--- src/verilog/vcg_pkg.sv ---
// constants shared by the codec control ends
package vcg_pkg;
	// device register addresses
	localparam logic [7:0] ADDR_POWER    = 8'h00;
	localparam logic [7:0] ADDR_TX_GAIN  = 8'h01;
	localparam logic [7:0] ADDR_RX_GAIN  = 8'h02;
	localparam logic [7:0] ADDR_ST_VOL   = 8'h03;
	localparam logic [7:0] ADDR_TONE_HI  = 8'h04;
	localparam logic [7:0] ADDR_TONE_LO  = 8'h05;
	localparam logic [7:0] ADDR_AUX      = 8'h06;
	localparam int         NUM_REGS      = 7;
	// reset values
	localparam logic [7:0] RST_POWER     = 8'h00;
	localparam logic [7:0] RST_TX_GAIN   = 8'h0B;
	localparam logic [7:0] RST_RX_GAIN   = 8'h0A;
	localparam logic [7:0] RST_ST_VOL    = 8'h00;
	localparam logic [7:0] RST_TONE      = 8'h00;
	localparam logic [7:0] RST_AUX       = 8'h00;
	// field positions
	localparam int BIT_EAR_MUTE  = 3;
	localparam int BIT_MIC_MUTE  = 6;
	localparam int BIT_ST_MUTE   = 7;
	localparam int BIT_TONE_MODE = 0;
	localparam int BIT_LINEAR    = 1;
	localparam int RES_LSB       = 2;
	localparam int ST_LSB        = 4;
	// gain figures, transmit in half dB
	localparam logic [6:0] TX_EXT_TOP_X2  = 7'h53;
	localparam logic [6:0] TX_NORM_TOP_X2 = 7'h3B;
	localparam logic [3:0] TX_EXT_LAST    = 4'h5;
	localparam logic [3:0] TX_NORM_FIRST  = 4'h8;
	localparam logic [3:0] TX_NORM_LAST   = 4'hD;
	localparam logic [3:0] RX_LAST        = 4'hC;
	localparam logic [6:0] MIC_MUTE_DB    = 7'h50;
	localparam logic [3:0] TONE_HI_AMP    = 4'h5;
	localparam logic [3:0] TONE_LO_AMP    = 4'h4;
	// frame layout
	localparam logic [4:0] SLOTS          = 5'h10;
	localparam logic [4:0] COMP_BITS      = 5'h08;
	localparam logic [4:0] LIN_BITS       = 5'h0F;
	localparam logic [4:0] FGAIN_BITS     = 5'h04;
	// timing at 25 MHz
	localparam int CLK_NS        = 40;
	localparam int FRAME_NS      = 125000;
	localparam int BIT_NS        = 488;
	localparam int FRAME_CYC     = FRAME_NS / CLK_NS;
	localparam int BIT_CYC       = BIT_NS / CLK_NS;
	// host apb offsets
	localparam logic [7:0] APB_CMD    = 8'h00;
	localparam logic [7:0] APB_STATUS = 8'h04;
	localparam logic [7:0] APB_SAMPLE = 8'h08;
	localparam logic [7:0] APB_CONFIG = 8'h0C;
	localparam logic [7:0] APB_TONES  = 8'h10;
	localparam int CMD_READ_BIT = 16;
	localparam int TONES_RES_LSB = 24;
endpackage
--- src/verilog/vcg_link_if.sv ---
// link between the codec control device and its host
`timescale 1ns/1ps
interface vcg_link_if;
	logic       reg_wr;
	logic       reg_rd;
	logic [7:0] reg_addr;
	logic [7:0] reg_wdata;
	logic [7:0] reg_rdata;
	logic       reg_ack;
	logic       sample_frame_sync;
	logic       bit_strobe;
	logic       pcm_data;
	modport dev (input reg_wr, reg_rd, reg_addr, reg_wdata, sample_frame_sync, bit_strobe,
		pcm_data, output reg_rdata, reg_ack);
	modport host (output reg_wr, reg_rd, reg_addr, reg_wdata, sample_frame_sync, bit_strobe,
		pcm_data, input reg_rdata, reg_ack);
endinterface

--- src/verilog/vcg_device.sv ---
// codec control device: registers, gain decode, pcm receive, tone and buzzer
`timescale 1ns/1ps
module vcg_device (
	// clock and reset
	input  wire logic              sys_clk,
	input  wire logic              rst,
	// link
	vcg_link_if.dev                link,
	// transmit path
	output logic       [6:0]       tx_gain_half_db,
	output logic                   tx_extended,
	output logic                   tx_code_valid,
	output logic       [6:0]       mic_atten_db,
	// receive path
	output logic signed [4:0]      rx_gain_db,
	output logic                   rx_code_valid,
	output logic signed [4:0]      tone_gain_db,
	output logic signed [5:0]      sidetone_gain_db,
	output logic                   sidetone_muted,
	output logic signed [5:0]      volume_gain_db,
	output logic                   earphone_muted,
	// received samples
	output logic signed [15:0]     rx_sample,
	output logic                   rx_sample_valid,
	output logic       [3:0]       frame_gain_code,
	// tone and buzzer
	output logic signed [4:0]      tone_sum,
	output logic                   buzzer_control_output
);
	logic [7:0] regs [0:vcg_pkg::NUM_REGS-1];
	logic [7:0] power_control;
	logic [3:0] transmit_gain_code;
	logic [3:0] receive_gain_code;
	logic [2:0] sidetone_gain_code;
	logic [3:0] earphone_volume_code;
	logic [7:0] auxiliary_control;
	logic       tone_mode;
	logic       linear_mode;
	logic [1:0] res_shift;

	assign power_control        = regs[vcg_pkg::ADDR_POWER[2:0]];
	assign transmit_gain_code   = regs[vcg_pkg::ADDR_TX_GAIN[2:0]][3:0];
	assign receive_gain_code    = regs[vcg_pkg::ADDR_RX_GAIN[2:0]][3:0];
	assign sidetone_gain_code   = regs[vcg_pkg::ADDR_ST_VOL[2:0]][vcg_pkg::ST_LSB +: 3];
	assign earphone_volume_code = regs[vcg_pkg::ADDR_ST_VOL[2:0]][3:0];
	assign auxiliary_control    = regs[vcg_pkg::ADDR_AUX[2:0]];
	assign tone_mode            = auxiliary_control[vcg_pkg::BIT_TONE_MODE];
	assign linear_mode          = auxiliary_control[vcg_pkg::BIT_LINEAR];

	// register file; tone words live at 04 and 05
	always_ff @(posedge sys_clk) begin
		if (rst) begin
			regs[0] <= vcg_pkg::RST_POWER;
			regs[1] <= vcg_pkg::RST_TX_GAIN;
			regs[2] <= vcg_pkg::RST_RX_GAIN;
			regs[3] <= vcg_pkg::RST_ST_VOL;
			regs[4] <= vcg_pkg::RST_TONE;
			regs[5] <= vcg_pkg::RST_TONE;
			regs[6] <= vcg_pkg::RST_AUX;
		end else if (link.reg_wr && link.reg_addr < 8'(vcg_pkg::NUM_REGS)) begin
			regs[link.reg_addr[2:0]] <= link.reg_wdata;
		end
	end

	// every access is answered one cycle later; unmapped reads give zero
	always_ff @(posedge sys_clk) begin
		if (rst) begin
			link.reg_ack   <= 1'b0;
			link.reg_rdata <= 8'h00;
		end else begin
			link.reg_ack <= link.reg_wr || link.reg_rd;
			if (link.reg_rd)
				link.reg_rdata <= (link.reg_addr < 8'(vcg_pkg::NUM_REGS)) ?
					regs[link.reg_addr[2:0]] : 8'h00;
		end
	end

	// transmit gain decode
	always_ff @(posedge sys_clk) begin
		if (rst) begin
			tx_gain_half_db <= 7'h00;
			tx_extended     <= 1'b0;
			tx_code_valid   <= 1'b0;
			mic_atten_db    <= 7'h00;
		end else begin
			tx_extended   <= transmit_gain_code <= vcg_pkg::TX_EXT_LAST;
			tx_code_valid <= transmit_gain_code <= vcg_pkg::TX_EXT_LAST ||
				(transmit_gain_code >= vcg_pkg::TX_NORM_FIRST &&
				transmit_gain_code <= vcg_pkg::TX_NORM_LAST);
			if (transmit_gain_code <= vcg_pkg::TX_EXT_LAST)
				tx_gain_half_db <= vcg_pkg::TX_EXT_TOP_X2 - {1'b0, transmit_gain_code, 2'b00};
			else if (transmit_gain_code >= vcg_pkg::TX_NORM_FIRST &&
				transmit_gain_code <= vcg_pkg::TX_NORM_LAST)
				tx_gain_half_db <= vcg_pkg::TX_NORM_TOP_X2 -
					{2'b00, transmit_gain_code[2:0], 2'b00};
			else
				tx_gain_half_db <= 7'h00;
			mic_atten_db <= power_control[vcg_pkg::BIT_MIC_MUTE] ?
				vcg_pkg::MIC_MUTE_DB : 7'h00;
		end
	end

	// receive, tone, sidetone and volume decode
	always_ff @(posedge sys_clk) begin
		if (rst) begin
			rx_gain_db       <= 5'sh00;
			rx_code_valid    <= 1'b0;
			tone_gain_db     <= 5'sh00;
			sidetone_gain_db <= 6'sh00;
			sidetone_muted   <= 1'b0;
			volume_gain_db   <= 6'sh00;
			earphone_muted   <= 1'b0;
		end else begin
			rx_code_valid <= receive_gain_code <= vcg_pkg::RX_LAST;
			rx_gain_db    <= (receive_gain_code <= vcg_pkg::RX_LAST) ?
				5'sh06 - $signed({1'b0, receive_gain_code}) : 5'sh00;
			if (!tone_mode)
				tone_gain_db <= 5'sh00;
			else if (receive_gain_code < 4'h3)
				tone_gain_db <= 5'sh0C;
			else if (receive_gain_code < 4'h6)
				tone_gain_db <= 5'sh06;
			else if (receive_gain_code < 4'h9)
				tone_gain_db <= 5'sh00;
			else if (receive_gain_code < 4'hC)
				tone_gain_db <= -5'sh06;
			else if (receive_gain_code < 4'hF)
				tone_gain_db <= -5'sh0C;
			else
				tone_gain_db <= 5'sh00;
			sidetone_gain_db <= -6'sh0C - $signed({2'b00, sidetone_gain_code, 1'b0});
			sidetone_muted   <= power_control[vcg_pkg::BIT_ST_MUTE];
			volume_gain_db   <= -$signed({1'b0, earphone_volume_code, 1'b0});
			earphone_muted   <= power_control[vcg_pkg::BIT_EAR_MUTE];
		end
	end

	// pcm receive: slot counter starts at the frame sync, bits taken on strobes
	logic [4:0]  slot;
	logic [14:0] shift;
	logic        in_frame;
	logic [4:0]  word_bits;
	logic [4:0]  next_slot;

	assign word_bits = linear_mode ? vcg_pkg::LIN_BITS : vcg_pkg::COMP_BITS;
	assign next_slot = link.sample_frame_sync ? 5'h01 : slot + 5'h01;

	always_ff @(posedge sys_clk) begin
		if (rst) begin
			slot            <= 5'h00;
			in_frame        <= 1'b0;
			shift           <= 15'h0000;
			rx_sample       <= 16'sh0000;
			rx_sample_valid <= 1'b0;
			frame_gain_code <= 4'h0;
		end else begin
			rx_sample_valid <= 1'b0;
			if (link.bit_strobe && (in_frame || link.sample_frame_sync)) begin
				slot     <= next_slot;
				in_frame <= next_slot < vcg_pkg::SLOTS;
				if (next_slot <= word_bits)
					shift <= {shift[13:0], link.pcm_data};
				if (next_slot == word_bits) begin
					rx_sample_valid <= 1'b1;
					if (linear_mode)
						rx_sample <= {shift[13], shift[13:0], link.pcm_data};
					else
						rx_sample <= {8'h00, shift[6:0], link.pcm_data};
				end
				// gain bits only after the companded word; slot 16 carries nothing
				if (!linear_mode && next_slot > word_bits &&
					next_slot <= word_bits + vcg_pkg::FGAIN_BITS)
					frame_gain_code <= {frame_gain_code[2:0], link.pcm_data};
			end
		end
	end

	// tone generator runs at the frame rate, square waves stand in for the sine table
	logic [9:0]  phase_hi;
	logic [9:0]  phase_lo;
	logic [9:0]  inc_hi;
	logic [9:0]  inc_lo;
	logic        tick;

	assign res_shift = auxiliary_control[vcg_pkg::RES_LSB +: 2];
	assign inc_hi = 10'({2'b00, regs[vcg_pkg::ADDR_TONE_HI[2:0]]} << res_shift);
	assign inc_lo = 10'({2'b00, regs[vcg_pkg::ADDR_TONE_LO[2:0]]} << res_shift);
	assign tick   = link.sample_frame_sync;

	always_ff @(posedge sys_clk) begin
		if (rst) begin
			phase_hi <= 10'h000;
			phase_lo <= 10'h000;
			tone_sum <= 5'sh00;
		end else if (tick) begin
			phase_hi <= phase_hi + inc_hi;
			phase_lo <= phase_lo + inc_lo;
			tone_sum <= (inc_hi == 10'h000 ? 5'sh00 : phase_hi[9] ?
				-$signed({1'b0, vcg_pkg::TONE_HI_AMP}) : $signed({1'b0, vcg_pkg::TONE_HI_AMP}))
				+ (inc_lo == 10'h000 ? 5'sh00 : phase_lo[9] ?
				-$signed({1'b0, vcg_pkg::TONE_LO_AMP}) : $signed({1'b0, vcg_pkg::TONE_LO_AMP}));
		end
	end

	// first order pdm of the summed tones; idle buzzer stays low outside tone mode
	logic [5:0] pdm_acc;
	logic [5:0] pdm_sum;

	assign pdm_sum = pdm_acc + 6'(tone_sum + 5'sh09);

	always_ff @(posedge sys_clk) begin
		if (rst) begin
			pdm_acc               <= 6'h00;
			buzzer_control_output <= 1'b0;
		end else if (!tone_mode) begin
			pdm_acc               <= 6'h00;
			buzzer_control_output <= 1'b0;
		end else begin
			buzzer_control_output <= pdm_sum >= 6'h12;
			pdm_acc <= (pdm_sum >= 6'h12) ? pdm_sum - 6'h12 : pdm_sum;
		end
	end
endmodule

--- src/flat_wrapper.sv ---
// flat-port wrapper written by rule: the top's interface ports become plain ports
module vcg_device_flat 
  (sys_clk, rst, tx_gain_half_db, tx_extended, tx_code_valid, mic_atten_db, rx_gain_db, rx_code_valid, tone_gain_db, sidetone_gain_db, sidetone_muted, volume_gain_db, earphone_muted, rx_sample, rx_sample_valid, frame_gain_code, tone_sum, buzzer_control_output, link_reg_wr, link_reg_rd, link_reg_addr, link_reg_wdata, link_sample_frame_sync, link_bit_strobe, link_pcm_data, link_reg_rdata, link_reg_ack);
  vcg_link_if link_i ();
  input  wire logic sys_clk;
  input  wire logic rst;
  output logic       [6:0] tx_gain_half_db;
  output logic tx_extended;
  output logic tx_code_valid;
  output logic       [6:0] mic_atten_db;
  output logic signed [4:0] rx_gain_db;
  output logic rx_code_valid;
  output logic signed [4:0] tone_gain_db;
  output logic signed [5:0] sidetone_gain_db;
  output logic sidetone_muted;
  output logic signed [5:0] volume_gain_db;
  output logic earphone_muted;
  output logic signed [15:0] rx_sample;
  output logic rx_sample_valid;
  output logic       [3:0] frame_gain_code;
  output logic signed [4:0] tone_sum;
  output logic buzzer_control_output;
  input wire logic [$bits(link_i.reg_wr)-1:0] link_reg_wr;
  input wire logic [$bits(link_i.reg_rd)-1:0] link_reg_rd;
  input wire logic [$bits(link_i.reg_addr)-1:0] link_reg_addr;
  input wire logic [$bits(link_i.reg_wdata)-1:0] link_reg_wdata;
  input wire logic [$bits(link_i.sample_frame_sync)-1:0] link_sample_frame_sync;
  input wire logic [$bits(link_i.bit_strobe)-1:0] link_bit_strobe;
  input wire logic [$bits(link_i.pcm_data)-1:0] link_pcm_data;
  output wire logic [$bits(link_i.reg_rdata)-1:0] link_reg_rdata;
  output wire logic [$bits(link_i.reg_ack)-1:0] link_reg_ack;
  assign link_i.reg_wr = link_reg_wr;
  assign link_i.reg_rd = link_reg_rd;
  assign link_i.reg_addr = link_reg_addr;
  assign link_i.reg_wdata = link_reg_wdata;
  assign link_i.sample_frame_sync = link_sample_frame_sync;
  assign link_i.bit_strobe = link_bit_strobe;
  assign link_i.pcm_data = link_pcm_data;
  assign link_reg_rdata = link_i.reg_rdata;
  assign link_reg_ack = link_i.reg_ack;
  vcg_device u_core (.sys_clk(sys_clk), .rst(rst), .link(link_i), .tx_gain_half_db(tx_gain_half_db), .tx_extended(tx_extended), .tx_code_valid(tx_code_valid), .mic_atten_db(mic_atten_db), .rx_gain_db(rx_gain_db), .rx_code_valid(rx_code_valid), .tone_gain_db(tone_gain_db), .sidetone_gain_db(sidetone_gain_db), .sidetone_muted(sidetone_muted), .volume_gain_db(volume_gain_db), .earphone_muted(earphone_muted), .rx_sample(rx_sample), .rx_sample_valid(rx_sample_valid), .frame_gain_code(frame_gain_code), .tone_sum(tone_sum), .buzzer_control_output(buzzer_control_output));
endmodule
--- config.mk ---
export PLATFORM = sky130hd
export DESIGN_NAME = vcg_device_flat
export DESIGN_NICKNAME = d
export VERILOG_FILES = /design/src/verilog/vcg_pkg.sv /design/src/verilog/vcg_link_if.sv /design/src/verilog/vcg_device.sv /design/src/flat_wrapper.sv
export SDC_FILE = /design/constraint.sdc
export NUM_CORES = 1
export LEC_CHECK = 0
export BUFFER_PORTS_ARGS = -buffer_cell sky130_fd_sc_hd__buf_2
export CAP_MARGIN = 20
export CORE_UTILIZATION = 50
export DETAILED_ROUTE_END_ITERATION = 6
export PLACE_DENSITY = 0.82
export REMOVE_ABC_BUFFERS = 1
export SLEW_MARGIN = 20
export SYNTH_ARGS = -nofsm -noshare
export SYNTH_HDL_FRONTEND = slang
export SYNTH_SLANG_ARGS = --single-unit
--- constraint.sdc ---
create_clock -name sys_clk -period 4.4 [get_ports sys_clk]
set_input_delay 0.88 -clock sys_clk [delete_from_list [all_inputs] [get_ports sys_clk]]
set_output_delay 0.88 -clock sys_clk [all_outputs]
set_load 0.1 [all_outputs]
======== Word-level counts from Yosys, hierarchy flattened ========
Memory sizes are Yosys's and may differ from the RTL's.
Index checks and enable logic that the tools add are counted.
word-level totals
  memories kept ........................... 1
  register bits after elaboration ......... 123
  memory bits (writable) .................. 56
operators by class
  $lt $le $gt $ge ......................... 15
  bitwise operators ....................... 3
  reductions and logical operators ........ 21
  shift operators ......................... 2
  add/sub/neg operators ................... 13
  multiplexer cells ....................... 26
  equality and inequality tests ........... 1
memories
  memory       words  bits a word  read ports  clocked after Yosys merged registers in  write ports  RTL line          source
  u_core.regs  7      8            8           0                                        7            vcg_device.sv:30  logic [7:0] regs [0:vcg_pkg::NUM_REGS-1];
operators with widths
  cell                                                                                  count
  5-bit 2-to-1 mux                                                                      7
  7-bit 2-to-1 mux                                                                      3
  10-bit adder                                                                          2
  10-bit logical NOT                                                                    2
  8-bit by 2-bit left shift with 10-bit output                                          2
  16-bit 2-to-1 mux                                                                     1
  8-bit 2-to-1 mux                                                                      2
  4-bit < comparator (second input constant)                                            3
  4-bit 2-to-1 mux                                                                      3
  5-bit <= comparator                                                                   2
  4-bit <= comparator (second input constant)                                           2
  8-bit by 3-bit < comparator with 1-bit output (second input constant)                 1
  8-bit OR reduction                                                                    1
  1-bit 2-to-1 mux                                                                      7
  6-bit by 5-bit subtractor with 7-bit output (first input constant)                    1
  7-bit by 6-bit subtractor with 7-bit output (first input constant)                    1
  5-bit by 5-bit adder with 6-bit output (second input constant)                        1
  6-bit adder                                                                           1
  6-bit by 5-bit greater-or-equal comparator with 1-bit output (second input constant)  1
  3-bit 2-to-1 mux                                                                      2
  6-bit 2-to-1 mux                                                                      1
  5-bit negator with 6-bit output                                                       1
  2-bit AND reduction                                                                   3
  2-bit OR reduction                                                                    3
  other kinds (20)                                                                      28

======== Logic depth before layout (Yosys ltp) ========
Gate-level depths: netlist of run 1.
  word-level depth ........................ 7
  depth in mapped cells ................... 12

======== Least setup slack after synthesis of run 1 ========
No wires, ideal clock.
  kind .................................... input port to flip-flop
  start point ............................. input port link_sample_frame_sync
  end point ............................... register u_core.rx_sample[14]
  buffers on the path ..................... 4
  library setup time ...................... 71 ps
  stages .................................. 10
  slack ................................... 1,035 ps
  arrival ................................. 3,295 ps
  path through ............................ clkbuf_1 > clkbuf_1 > clkbuf_1 > nor2_1 > ha_1 > nand3_1 > nor3_1 > clkbuf_1 > nand4_1 > a21oi_1
on the way
  word-level cells in the longest chain between the ends .. 3
  elaborated cells between the ends (all ways) .. 5
  classes of those cells .................. eq/ne: 1; mux: 1; reduce/logical: 3
RTL lines
  what                                  RTL line            source
  from (decl)                           flat_wrapper.sv:27  input wire logic [$bits(link_i.sample_frame_sync)-1:0] link_sample_frame_sync;
  5-bit 2-to-1 mux                      vcg_device.sv:146   assign next_slot = link.sample_frame_sync ? 5'h01 : slot + 5'h01;
  named net u_core.next_slot[2]         vcg_device.sv:143   logic [4:0] next_slot;
  5-bit == test                         vcg_device.sv:163   if (next_slot == word_bits) begin
  2-bit AND reduction (no source line)  n/a
  to (signal assigned)                  vcg_device.sv:166   rx_sample <= {shift[13], shift[13:0], link.pcm_data};
  to (signal assigned)                  vcg_device.sv:168   rx_sample <= {8'h00, shift[6:0], link.pcm_data};
  to (decl)                             vcg_device.sv:23    output logic signed [15:0] rx_sample,
The timed path passes the listed nets, and every way through them passes these cells.
A chain may end at the register's enable or synchronous reset.

==> impl_metrics.prom, run 1 <==
# TYPE chip_impl_metric gauge
chip_impl_metric{name="cp.depth",unit=""} 8
chip_impl_metric{name="cts_buffer_depth",unit=""} 2
chip_impl_metric{name="postRouteAntennaNets",unit=""} 0
chip_impl_metric{name="yosys_register_bits",unit=""} 175
chip_impl_metric{name="post_synth.cell_area_avg",unit="µm²"} 9.95
chip_impl_metric{name="grt_util_met3",unit=""} 0.0435
chip_impl_metric{name="async_reset_ff_frac",unit=""} 0
chip_impl_metric{name="timing.max_cap.violations",unit=""} 0
chip_impl_metric{name="clk_pin_slew_worst_paths",unit="ns"} 0.06
chip_impl_metric{name="cp_max_fanout",unit=""} 13
chip_impl_metric{name="die_y",unit="µm"} 134
chip_impl_metric{name="seq_area_frac_synth",unit=""} 0.465
chip_impl_metric{name="pin_count_of_the_biggest_net_entering_global_routing",unit=""} 77
chip_impl_info{name="timing.critical_path.from",value="u_core.regs[6][2]"} 1
chip_impl_metric{name="detailedRoute.firstPassIterationCount",unit=""} 5
chip_impl_metric{name="grt_remaining_overflow",unit=""} 0
chip_impl_metric{name="critical_path.max_stage_delay",unit="ns"} 0.69
chip_impl_metric{name="layout.nets",unit=""} 1027
chip_impl_metric{name="vias_in_the_first_global_route",unit=""} 6448
chip_impl_metric{name="synthCells",unit=""} 879
chip_impl_info{name="mostFrequentLayoutCell",value="sky130_fd_sc_hd__dfxtp_1"} 1
chip_impl_metric{name="fmaxAchievable",unit="MHz"} 299
chip_impl_info{name="ys.flop_type",value="sky130_fd_sc_hd__dfxtp_1"} 1
chip_impl_metric{name="clock_buffers_created_by_tritoncts",unit=""} 17
chip_impl_metric{name="drc_errors",unit=""} 0
chip_impl_metric{name="port_buffers",unit=""} 91
chip_impl_metric{name="whs",unit="ns"} 0.448
chip_impl_metric{name="worstPathBufferInverterCount",unit=""} 0
chip_impl_info{name="min_from",value="u_core.regs[6][5]"} 1
chip_impl_metric{name="wire_length_of_the_first_global_routing_pass",unit="mm"} 32.3
chip_impl_metric{name="final-max-slew-violation-count",unit=""} 0
chip_impl_metric{name="grtUsageMet1",unit=""} 0.296
chip_impl_metric{name="fillCellCount",unit=""} 1476
chip_impl_metric{name="die-width",unit="µm"} 134
chip_impl_metric{name="power_density",unit="nW/µm²"} 388
chip_impl_info{name="cpMostUsedCell",value="sky130_fd_sc_hd__nor2_1"} 1
chip_impl_metric{name="insertedDiodeCount",unit=""} 0
chip_impl_metric{name="die_area",unit="µm²"} 18000
chip_impl_metric{name="num_vias",unit=""} 6789
chip_impl_metric{name="gpl.final_weighted_congestion",unit=""} 0.881
chip_impl_metric{name="worst_skew_pair.late_latency",unit="ns"} 0.44
chip_impl_metric{name="power.ir.vdd_worst",unit="mV"} 0.307
chip_impl_info{name="clock_tree_from_tritoncts",value="yes"} 1
chip_impl_metric{name="leak_pwr",unit="nW"} 4.17
chip_impl_metric{name="floorplan.rows",unit=""} 47
chip_impl_metric{name="core-area",unit="µm²"} 16800
chip_impl_metric{name="h-tree-depth",unit=""} 4
chip_impl_info{name="cts-root-buf",value="sky130_fd_sc_hd__clkbuf_16"} 1
chip_impl_info{name="status",value="completed"} 1
chip_impl_metric{name="hold_violations",unit=""} 0
chip_impl_metric{name="relSlewSlack",unit=""} 0.432
chip_impl_metric{name="yosysUniqueCellTypes",unit=""} 63
chip_impl_metric{name="syn-cell-area",unit="µm²"} 8740
chip_impl_info{name="critical_path.slowest_cell",value="sky130_fd_sc_hd__dfxtp_1"} 1
chip_impl_metric{name="clock_sinks",unit=""} 175
chip_impl_metric{name="route.detailed.vias_per_inst",unit=""} 5.71
chip_impl_info{name="crit_chain",value="mux4_2 > or4_4 > a2111oi_4 > nor2_1 > ha_1 > fa_1 > mux2i_1 > nor2_1"} 1
chip_impl_metric{name="synth_edf_count",unit=""} 56
chip_impl_metric{name="post_cts_hold_buffer_count",unit=""} 0
chip_impl_info{name="r2r_end",value="u_core.tone_sum[3]"} 1
chip_impl_metric{name="met2_usage",unit=""} 0.373
chip_impl_metric{name="final_period_minus_worst_setup_slack",unit="ns"} 3.34
chip_impl_metric{name="fin_crit_sh",unit=""} 0.759
chip_impl_metric{name="yosysWarningCount",unit=""} 0
chip_impl_metric{name="worst_slew_pin_slew",unit="ns"} 0.851
chip_impl_metric{name="number_of_antenna_violations_at_the_first_check_in_global_routing",unit=""} 0
chip_impl_metric{name="drt_first_iter_violations",unit=""} 481
chip_impl_info{name="min_path_type",value="reg2reg"} 1
chip_impl_metric{name="required_time_of_the_critical_path",unit="ns"} 4.69
chip_impl_metric{name="share_of_cells_above_drive_strength_1",unit=""} 0.167
chip_impl_info{name="timing.critical_path.to_type",value="flip-flop"} 1
chip_impl_metric{name="cts_post_setup_buffers_inserted",unit=""} 0
chip_impl_metric{name="syn2layout_area_growth",unit="%"} 13.1
chip_impl_metric{name="ff2ff_setup_slack",unit="ns"} 1.06
chip_impl_info{name="critical_path.top_delay_family",value="multiplexers"} 1
chip_impl_metric{name="clock-skew-final",unit="ns"} 0.0100
chip_impl_info{name="worstSetupEndpoint",value="u_core.tone_sum[3]"} 1
chip_impl_info{name="globalRoute.busiestLayer",value="met2"} 1
chip_impl_info{name="worstReg2RegStart",value="u_core.regs[6][2]"} 1
chip_impl_metric{name="place.detailed.hpwl",unit="mm"} 13.8
chip_impl_metric{name="gr-usage-all-layers",unit=""} 0.229
chip_impl_metric{name="post_cts.resized_instances",unit=""} 0
chip_impl_metric{name="post-route-cell-area",unit="µm²"} 9890
chip_impl_metric{name="dpl_cell_area",unit="µm²"} 9330
chip_impl_metric{name="setup_violations",unit=""} 0
chip_impl_metric{name="reg2regPathDepth",unit=""} 8
chip_impl_metric{name="routedWlPerCell",unit="µm"} 16.5
chip_impl_metric{name="total_i_o_pin_count",unit=""} 100
chip_impl_info{name="timing_worst_setup_path_type",value="reg2reg"} 1
chip_impl_metric{name="detail_route.wirelength",unit="mm"} 19.6
chip_impl_metric{name="setup_total_negative_slack",unit="ns"} 0
chip_impl_info{name="timing.critical_path.from_type",value="flip-flop"} 1
chip_impl_metric{name="crit_arrival",unit="ns"} 3.63
chip_impl_info{name="final_cell_mix",value="sky130_fd_sc_hd__dfxtp_1, sky130_fd_sc_hd__nor2_1, sky130_fd_sc_hd__buf_2"} 1
chip_impl_metric{name="initial_core_util",unit=""} 0.520
chip_impl_info{name="grt_setup_unrepaired",value="no"} 1
-- layer usage --
metal	share of wire	up-vias
met4	0.032	0
met2	0.48	217
met1	0.43	3280
li1	-	3250
met3	0.053	42
met5	0	-
-- layout make-up --
cell class	instances	area, µm²	area share
Clock buffer	22	475	0.0481
Clock inverter	10	76.3	0.00772
Inverter	43	161	0.0163
Multi-Input combinational cell	620	4310	0.436
Sequential cell	175	4060	0.411
Tap cell	220	275	0.0278
Timing Repair Buffer	100	523	0.0529
-- where the power goes --
group          total, mW  internal [mW]  switching [mW]  leakage (nW)
Clock               1.42          0.778           0.640         0.271
Sequential          1.79           1.74          0.0546          1.51
Combinational      0.630          0.195           0.436          2.40
-- tightest hold or removal path: cells and delay by family, from the launching register on --
kind / cells / cell delay [ns]
AO/OA/AOI/OAI: 1 / 0.05
flip-flops: 1 / 0.31
AND/OR/NAND/NOR: 1 / 0.05
-- kinds of logic after synthesis --
family | count (synthesis) | synth area share
flip-flops | 175 | 0.465
other | 1 | 0.000429
AO/OA/AOI/OAI | 160 | 0.114
AND/OR/NAND/NOR | 295 | 0.154
adder cells (fa/ha/maj) | 47 | 0.0716
multiplexers | 80 | 0.124
XOR/XNOR | 22 | 0.0220
buffers and inverters | 99 | 0.0491
-- synthesized netlist by cell type, types with 3 or more instances --
master | n | area (µm²)
sky130_fd_sc_hd__dfxtp_1 | 119 | 2380
sky130_fd_sc_hd__nor2_1 | 109 | 409
sky130_fd_sc_hd__nand2_1 | 86 | 323
sky130_fd_sc_hd__a21oi_1 | 58 | 290
sky130_fd_sc_hd__edfxtp_1 | 56 | 1680
sky130_fd_sc_hd__mux2i_1 | 51 | 510
sky130_fd_sc_hd__ha_1 | 42 | 526
sky130_fd_sc_hd__inv_1 | 39 | 146
sky130_fd_sc_hd__clkbuf_1 | 31 | 116
sky130_fd_sc_hd__o21ai_0 | 27 | 135
sky130_fd_sc_hd__nand3_1 | 23 | 115
sky130_fd_sc_hd__mux4_2 | 22 | 495
sky130_fd_sc_hd__nor2b_1 | 17 | 106
sky130_fd_sc_hd__a21o_1 | 14 | 105
sky130_fd_sc_hd__o21ai_1 | 14 | 70.1
sky130_fd_sc_hd__a211oi_1 | 12 | 90.1
sky130_fd_sc_hd__buf_4 | 12 | 90.1
sky130_fd_sc_hd__xor2_1 | 12 | 105
sky130_fd_sc_hd__nor3_1 | 11 | 55.1
sky130_fd_sc_hd__xnor2_1 | 10 | 87.6
sky130_fd_sc_hd__nand4_1 | 9 | 56.3
sky130_fd_sc_hd__buf_1 | 8 | 30.0
sky130_fd_sc_hd__and3_1 | 7 | 43.8
sky130_fd_sc_hd__or3_1 | 6 | 37.5
sky130_fd_sc_hd__fa_1 | 5 | 100
sky130_fd_sc_hd__mux2_1 | 5 | 56.3
sky130_fd_sc_hd__and2_1 | 4 | 25.0
sky130_fd_sc_hd__buf_2 | 4 | 20.0
sky130_fd_sc_hd__nor4_1 | 4 | 25.0
sky130_fd_sc_hd__o211ai_1 | 4 | 30.0
sky130_fd_sc_hd__o31ai_1 | 4 | 30.0
sky130_fd_sc_hd__a2111oi_0 | 3 | 26.3
sky130_fd_sc_hd__a221oi_1 | 3 | 26.3
sky130_fd_sc_hd__a31oi_1 | 3 | 18.8
sky130_fd_sc_hd__inv_2 | 3 | 11.3
sky130_fd_sc_hd__nor3b_1 | 3 | 22.5
-- stage by stage --
step / power (mW) / std cells / util / setup slack (ns)
final: 3.84 / 1190 / 0.588 / 1.06
after global routing: 3.99 / 1190 / 0.588 / 0.889
after CTS: 3.86 / 1190 / 0.588 / 1.04
after detailed placement: 2.45 / 1158 / 0.555 / 1.05
after global placement: 2.44 / 1158 / 0.555 / 1.16
after floorplan: 2.30 / 838 / - / 0.972
-- worst min-delay path by stage --
stage / end / cells after the start
4_1_cts: u_core.regs[6][5] / 2
5_1_grt: u_core.regs[6][5] / 2
2_1_floorplan: u_core.regs[6][4] / 2
3_3_place_gp: u_core.regs[6][7] / 2
6_report: u_core.regs[6][5] / 2
3_5_place_dp: u_core.regs[6][5] / 2
-- state kept, by name, indices dropped and copies added (netlist names), 4 cells and up --
register                 cells
u_core.link.reg_rdata        8
u_core.pdm_acc               6
u_core.phase_lo             10
u_core.volume_gain_db        5
u_core.slot                  5
u_core.rx_gain_db            5
u_core.phase_hi             10
u_core.tx_gain_half_db       6
u_core.rx_sample            15
u_core.sidetone_gain_db      5
u_core.tone_gain_db          4
u_core.shift                14
u_core.regs                 64
u_core.frame_gain_code       4
u_core.tone_sum              5
No activity file was read; power rests on OpenSTA's default activity.
==> inputs of run 2 (changes only) <==
Settings changed: PLACE_DENSITY 0.82 to 0.85.
Clock period 4.4 ns to 2.9 ns, I/O delays scaled along.
==> run 2 against run 1 <==
Effect of this change: final cell count up 2.9%; first-iteration DRC count down 2.7%; utilization up 1.9 points; fmax up 17%; register-to-register slack worse by 1.0 ns; global-route usage about the same; clock skew down 0.00098 ns; sequential power up 52%; clock power up 56%; die area unchanged; hold slack worse by 0.048 ns.
==> impl_metrics.prom, run 2 (synthesis results as in run 1) <==
# TYPE chip_impl_metric gauge
chip_impl_metric{name="post_cts_hold_buffer_count",unit=""} 0
chip_impl_metric{name="dpl_cell_area",unit="µm²"} 9600
chip_impl_metric{name="hold_violations",unit=""} 0
chip_impl_metric{name="fmaxAchievable",unit="MHz"} 350
chip_impl_metric{name="worst_slew_pin_slew",unit="ns"} 0.862
chip_impl_metric{name="number_of_antenna_violations_at_the_first_check_in_global_routing",unit=""} 0
chip_impl_metric{name="initial_core_util",unit=""} 0.520
chip_impl_metric{name="cp_max_fanout",unit=""} 4
chip_impl_metric{name="clock_sinks",unit=""} 175
chip_impl_metric{name="cts_buffer_depth",unit=""} 2
chip_impl_metric{name="num_vias",unit=""} 6846
chip_impl_metric{name="final_period_minus_worst_setup_slack",unit="ns"} 2.86
chip_impl_metric{name="leak_pwr",unit="nW"} 4.37
chip_impl_metric{name="seq_power_share",unit=""} 0.457
chip_impl_info{name="biggestRegsByFlops",value="u_core.regs: 64 flops, u_core.rx_sample: 15 flops, u_core.shift: 14 flops"} 1
chip_impl_metric{name="place.detailed.hpwl",unit="mm"} 13.9
chip_impl_metric{name="detailedRoute.firstPassIterationCount",unit=""} 5
chip_impl_metric{name="pin_count_of_the_biggest_net_entering_global_routing",unit=""} 77
chip_impl_metric{name="gpl.final_weighted_congestion",unit=""} 0.880
chip_impl_metric{name="post-route-cell-area",unit="µm²"} 10200
chip_impl_metric{name="share_of_cells_above_drive_strength_1",unit=""} 0.200
chip_impl_metric{name="fin_crit_sh",unit=""} 0.985
chip_impl_info{name="status",value="completed"} 1
chip_impl_metric{name="pwr-share-comb",unit=""} 0.170
chip_impl_metric{name="insertedDiodeCount",unit=""} 0
chip_impl_metric{name="routedWlPerCell",unit="µm"} 16.3
chip_impl_metric{name="switching_share",unit=""} 0.293
chip_impl_metric{name="required_time_of_the_critical_path",unit="ns"} 3.18
chip_impl_metric{name="crit_arrival",unit="ns"} 3.14
chip_impl_metric{name="die-width",unit="µm"} 134
chip_impl_info{name="timing_worst_setup_path_type",value="reg2reg"} 1
chip_impl_info{name="timing.critical_path.to_type",value="flip-flop"} 1
chip_impl_metric{name="total_i_o_pin_count",unit=""} 100
chip_impl_metric{name="grt_remaining_overflow",unit=""} 0
chip_impl_metric{name="power_density",unit="nW/µm²"} 583
chip_impl_metric{name="setup_violations",unit=""} 0
chip_impl_metric{name="syn2layout_area_growth",unit="%"} 16.7
chip_impl_metric{name="core-area",unit="µm²"} 16800
chip_impl_metric{name="post_place_cells",unit=""} 1192
chip_impl_metric{name="die_area",unit="µm²"} 18000
chip_impl_metric{name="clock_buffers_created_by_tritoncts",unit=""} 17
chip_impl_metric{name="floorplan.rows",unit=""} 47
chip_impl_metric{name="layout.nets",unit=""} 1062
chip_impl_metric{name="share_clk_of_total_power",unit=""} 0.373
chip_impl_metric{name="wire_length_of_the_first_global_routing_pass",unit="mm"} 32.6
chip_impl_info{name="final_cell_mix",value="sky130_fd_sc_hd__dfxtp_1, sky130_fd_sc_hd__nor2_1, sky130_fd_sc_hd__buf_2"} 1
chip_impl_metric{name="clock-skew-final",unit="ns"} 0.00906
chip_impl_metric{name="detail_route.wirelength",unit="mm"} 20.0
chip_impl_metric{name="power_report.internal_total",unit="mW"} 4.20
chip_impl_info{name="timing.critical_path.from_type",value="flip-flop"} 1
chip_impl_info{name="min_path_type",value="in2reg"} 1
chip_impl_info{name="grt_setup_unrepaired",value="yes"} 1
chip_impl_info{name="cts-root-buf",value="sky130_fd_sc_hd__clkbuf_16"} 1
chip_impl_metric{name="layoutNonFillerInstCount",unit=""} 1225
chip_impl_metric{name="power.ir.vdd_worst",unit="mV"} 0.440
chip_impl_metric{name="h-tree-depth",unit=""} 4
chip_impl_info{name="regMostFlops",value="u_core.regs"} 1
chip_impl_metric{name="relSlewSlack",unit=""} 0.426
chip_impl_metric{name="vias_in_the_first_global_route",unit=""} 6624
chip_impl_metric{name="drc_errors",unit=""} 0
chip_impl_metric{name="largest_register_ffs",unit=""} 64
chip_impl_metric{name="drt_first_iter_violations",unit=""} 468
chip_impl_metric{name="timing.max_cap.violations",unit=""} 0
chip_impl_info{name="mostFrequentLayoutCell",value="sky130_fd_sc_hd__dfxtp_1"} 1
chip_impl_metric{name="clk_pin_slew_worst_paths",unit="ns"} 0.07
chip_impl_metric{name="gr-usage-all-layers",unit=""} 0.230
chip_impl_metric{name="route.detailed.vias_per_inst",unit=""} 5.59
chip_impl_metric{name="postRouteAntennaNets",unit=""} 0
chip_impl_metric{name="switching_power",unit="mW"} 1.75
chip_impl_metric{name="die_y",unit="µm"} 134
chip_impl_metric{name="worst_skew_pair.late_latency",unit="ns"} 0.42
chip_impl_metric{name="port_buffers",unit=""} 91
chip_impl_metric{name="final-max-slew-violation-count",unit=""} 0
chip_impl_info{name="clock_tree_from_tritoncts",value="yes"} 1
run 2: cell count changes in the layout (fill, tap and decap cells not counted), sizes merged:
cell | before | now
buf | 100 | 135
clkbuf | 22 | 23
clkinv | 5 | 3
inv | 47 | 48
run 2: path summary, 6_finish.rpt:
path	from	to	slack, ns	cells after the start
max	u_core.regs[4][3]	u_core.tone_sum[3]	0.04	9
min reg2reg	u_core.regs[6][7]	u_core.regs[6][7]	0.46	2
min	link_reg_wdata[4]	u_core.regs[6][4]	0.40	3
max reg2reg	u_core.regs[4][3]	u_core.tone_sum[3]	0.04	9
run 2: cell type report:
cell class,instances,area [µm²]
fillers,1349,6620
inverters,43,165
multi-input cells,620,4310
well taps,220,275
repair buffers,135,811
flip-flops and latches,175,4070
clock inverters,9,70.1
clock buffers,23,499
run 2: routing by layer:
| layer | up-vias | track usage | routed length [µm] |
|---|---|---|---|
| met1 | 3257 | 0.294 | 8670 |
| li1 | 3318 | - | - |
| met5 | - | 0 | 0 |
| met4 | 0 | 0.0936 | 432 |
| met2 | 236 | 0.381 | 9770 |
| met3 | 35 | 0.0454 | 1100 |
run 2: timing repair:
item	4_1_cts	5_1_grt
resized for setup	3	6
setup buffers	0	1
endpoints found under the setup margin	4	7
pin swaps	1	0
run 2: metrics by stage:
stage | total power [mW] | util | TNS, ns | setup WS (ns) | hold WS, ns
final | 5.95 | 0.607 | 0 | 0.0441 | 0.401
after global routing | 6.16 | 0.607 | -0.115 | -0.0869 | 0.394
after CTS | 5.95 | 0.605 | 0 | 0.0107 | 0.383
after detailed placement | 3.76 | 0.571 | -0.398 | -0.235 | 0.445
after global placement | 3.73 | 0.571 | -0.242 | -0.173 | 0.439
after floorplan | 3.48 | - | -2.92 | -0.528 | 0.425
run 2: critical path, stage by stage (launching register included):
cell and delay (ns):
sky130_fd_sc_hd__edfxtp_1 0.44, sky130_fd_sc_hd__buf_4 0.17, sky130_fd_sc_hd__mux4_2 0.50, sky130_fd_sc_hd__a211o_1 0.29, sky130_fd_sc_hd__a2111oi_4 0.39, sky130_fd_sc_hd__nor2_1 0.08
sky130_fd_sc_hd__ha_1 0.23, sky130_fd_sc_hd__fa_1 0.43, sky130_fd_sc_hd__mux2i_1 0.14, sky130_fd_sc_hd__nor2_1 0.05
run 2: power groups by stage:
stage	clock [mW]	sequential [mW]	combinational [mW]
2_1_floorplan	0	2.98	0.509
3_3_place_gp	0	2.76	0.974
3_5_place_dp	0	2.77	0.996
4_1_cts	2.23	2.71	1.01
5_1_grt	2.34	2.73	1.09
6_report	2.22	2.72	1.01
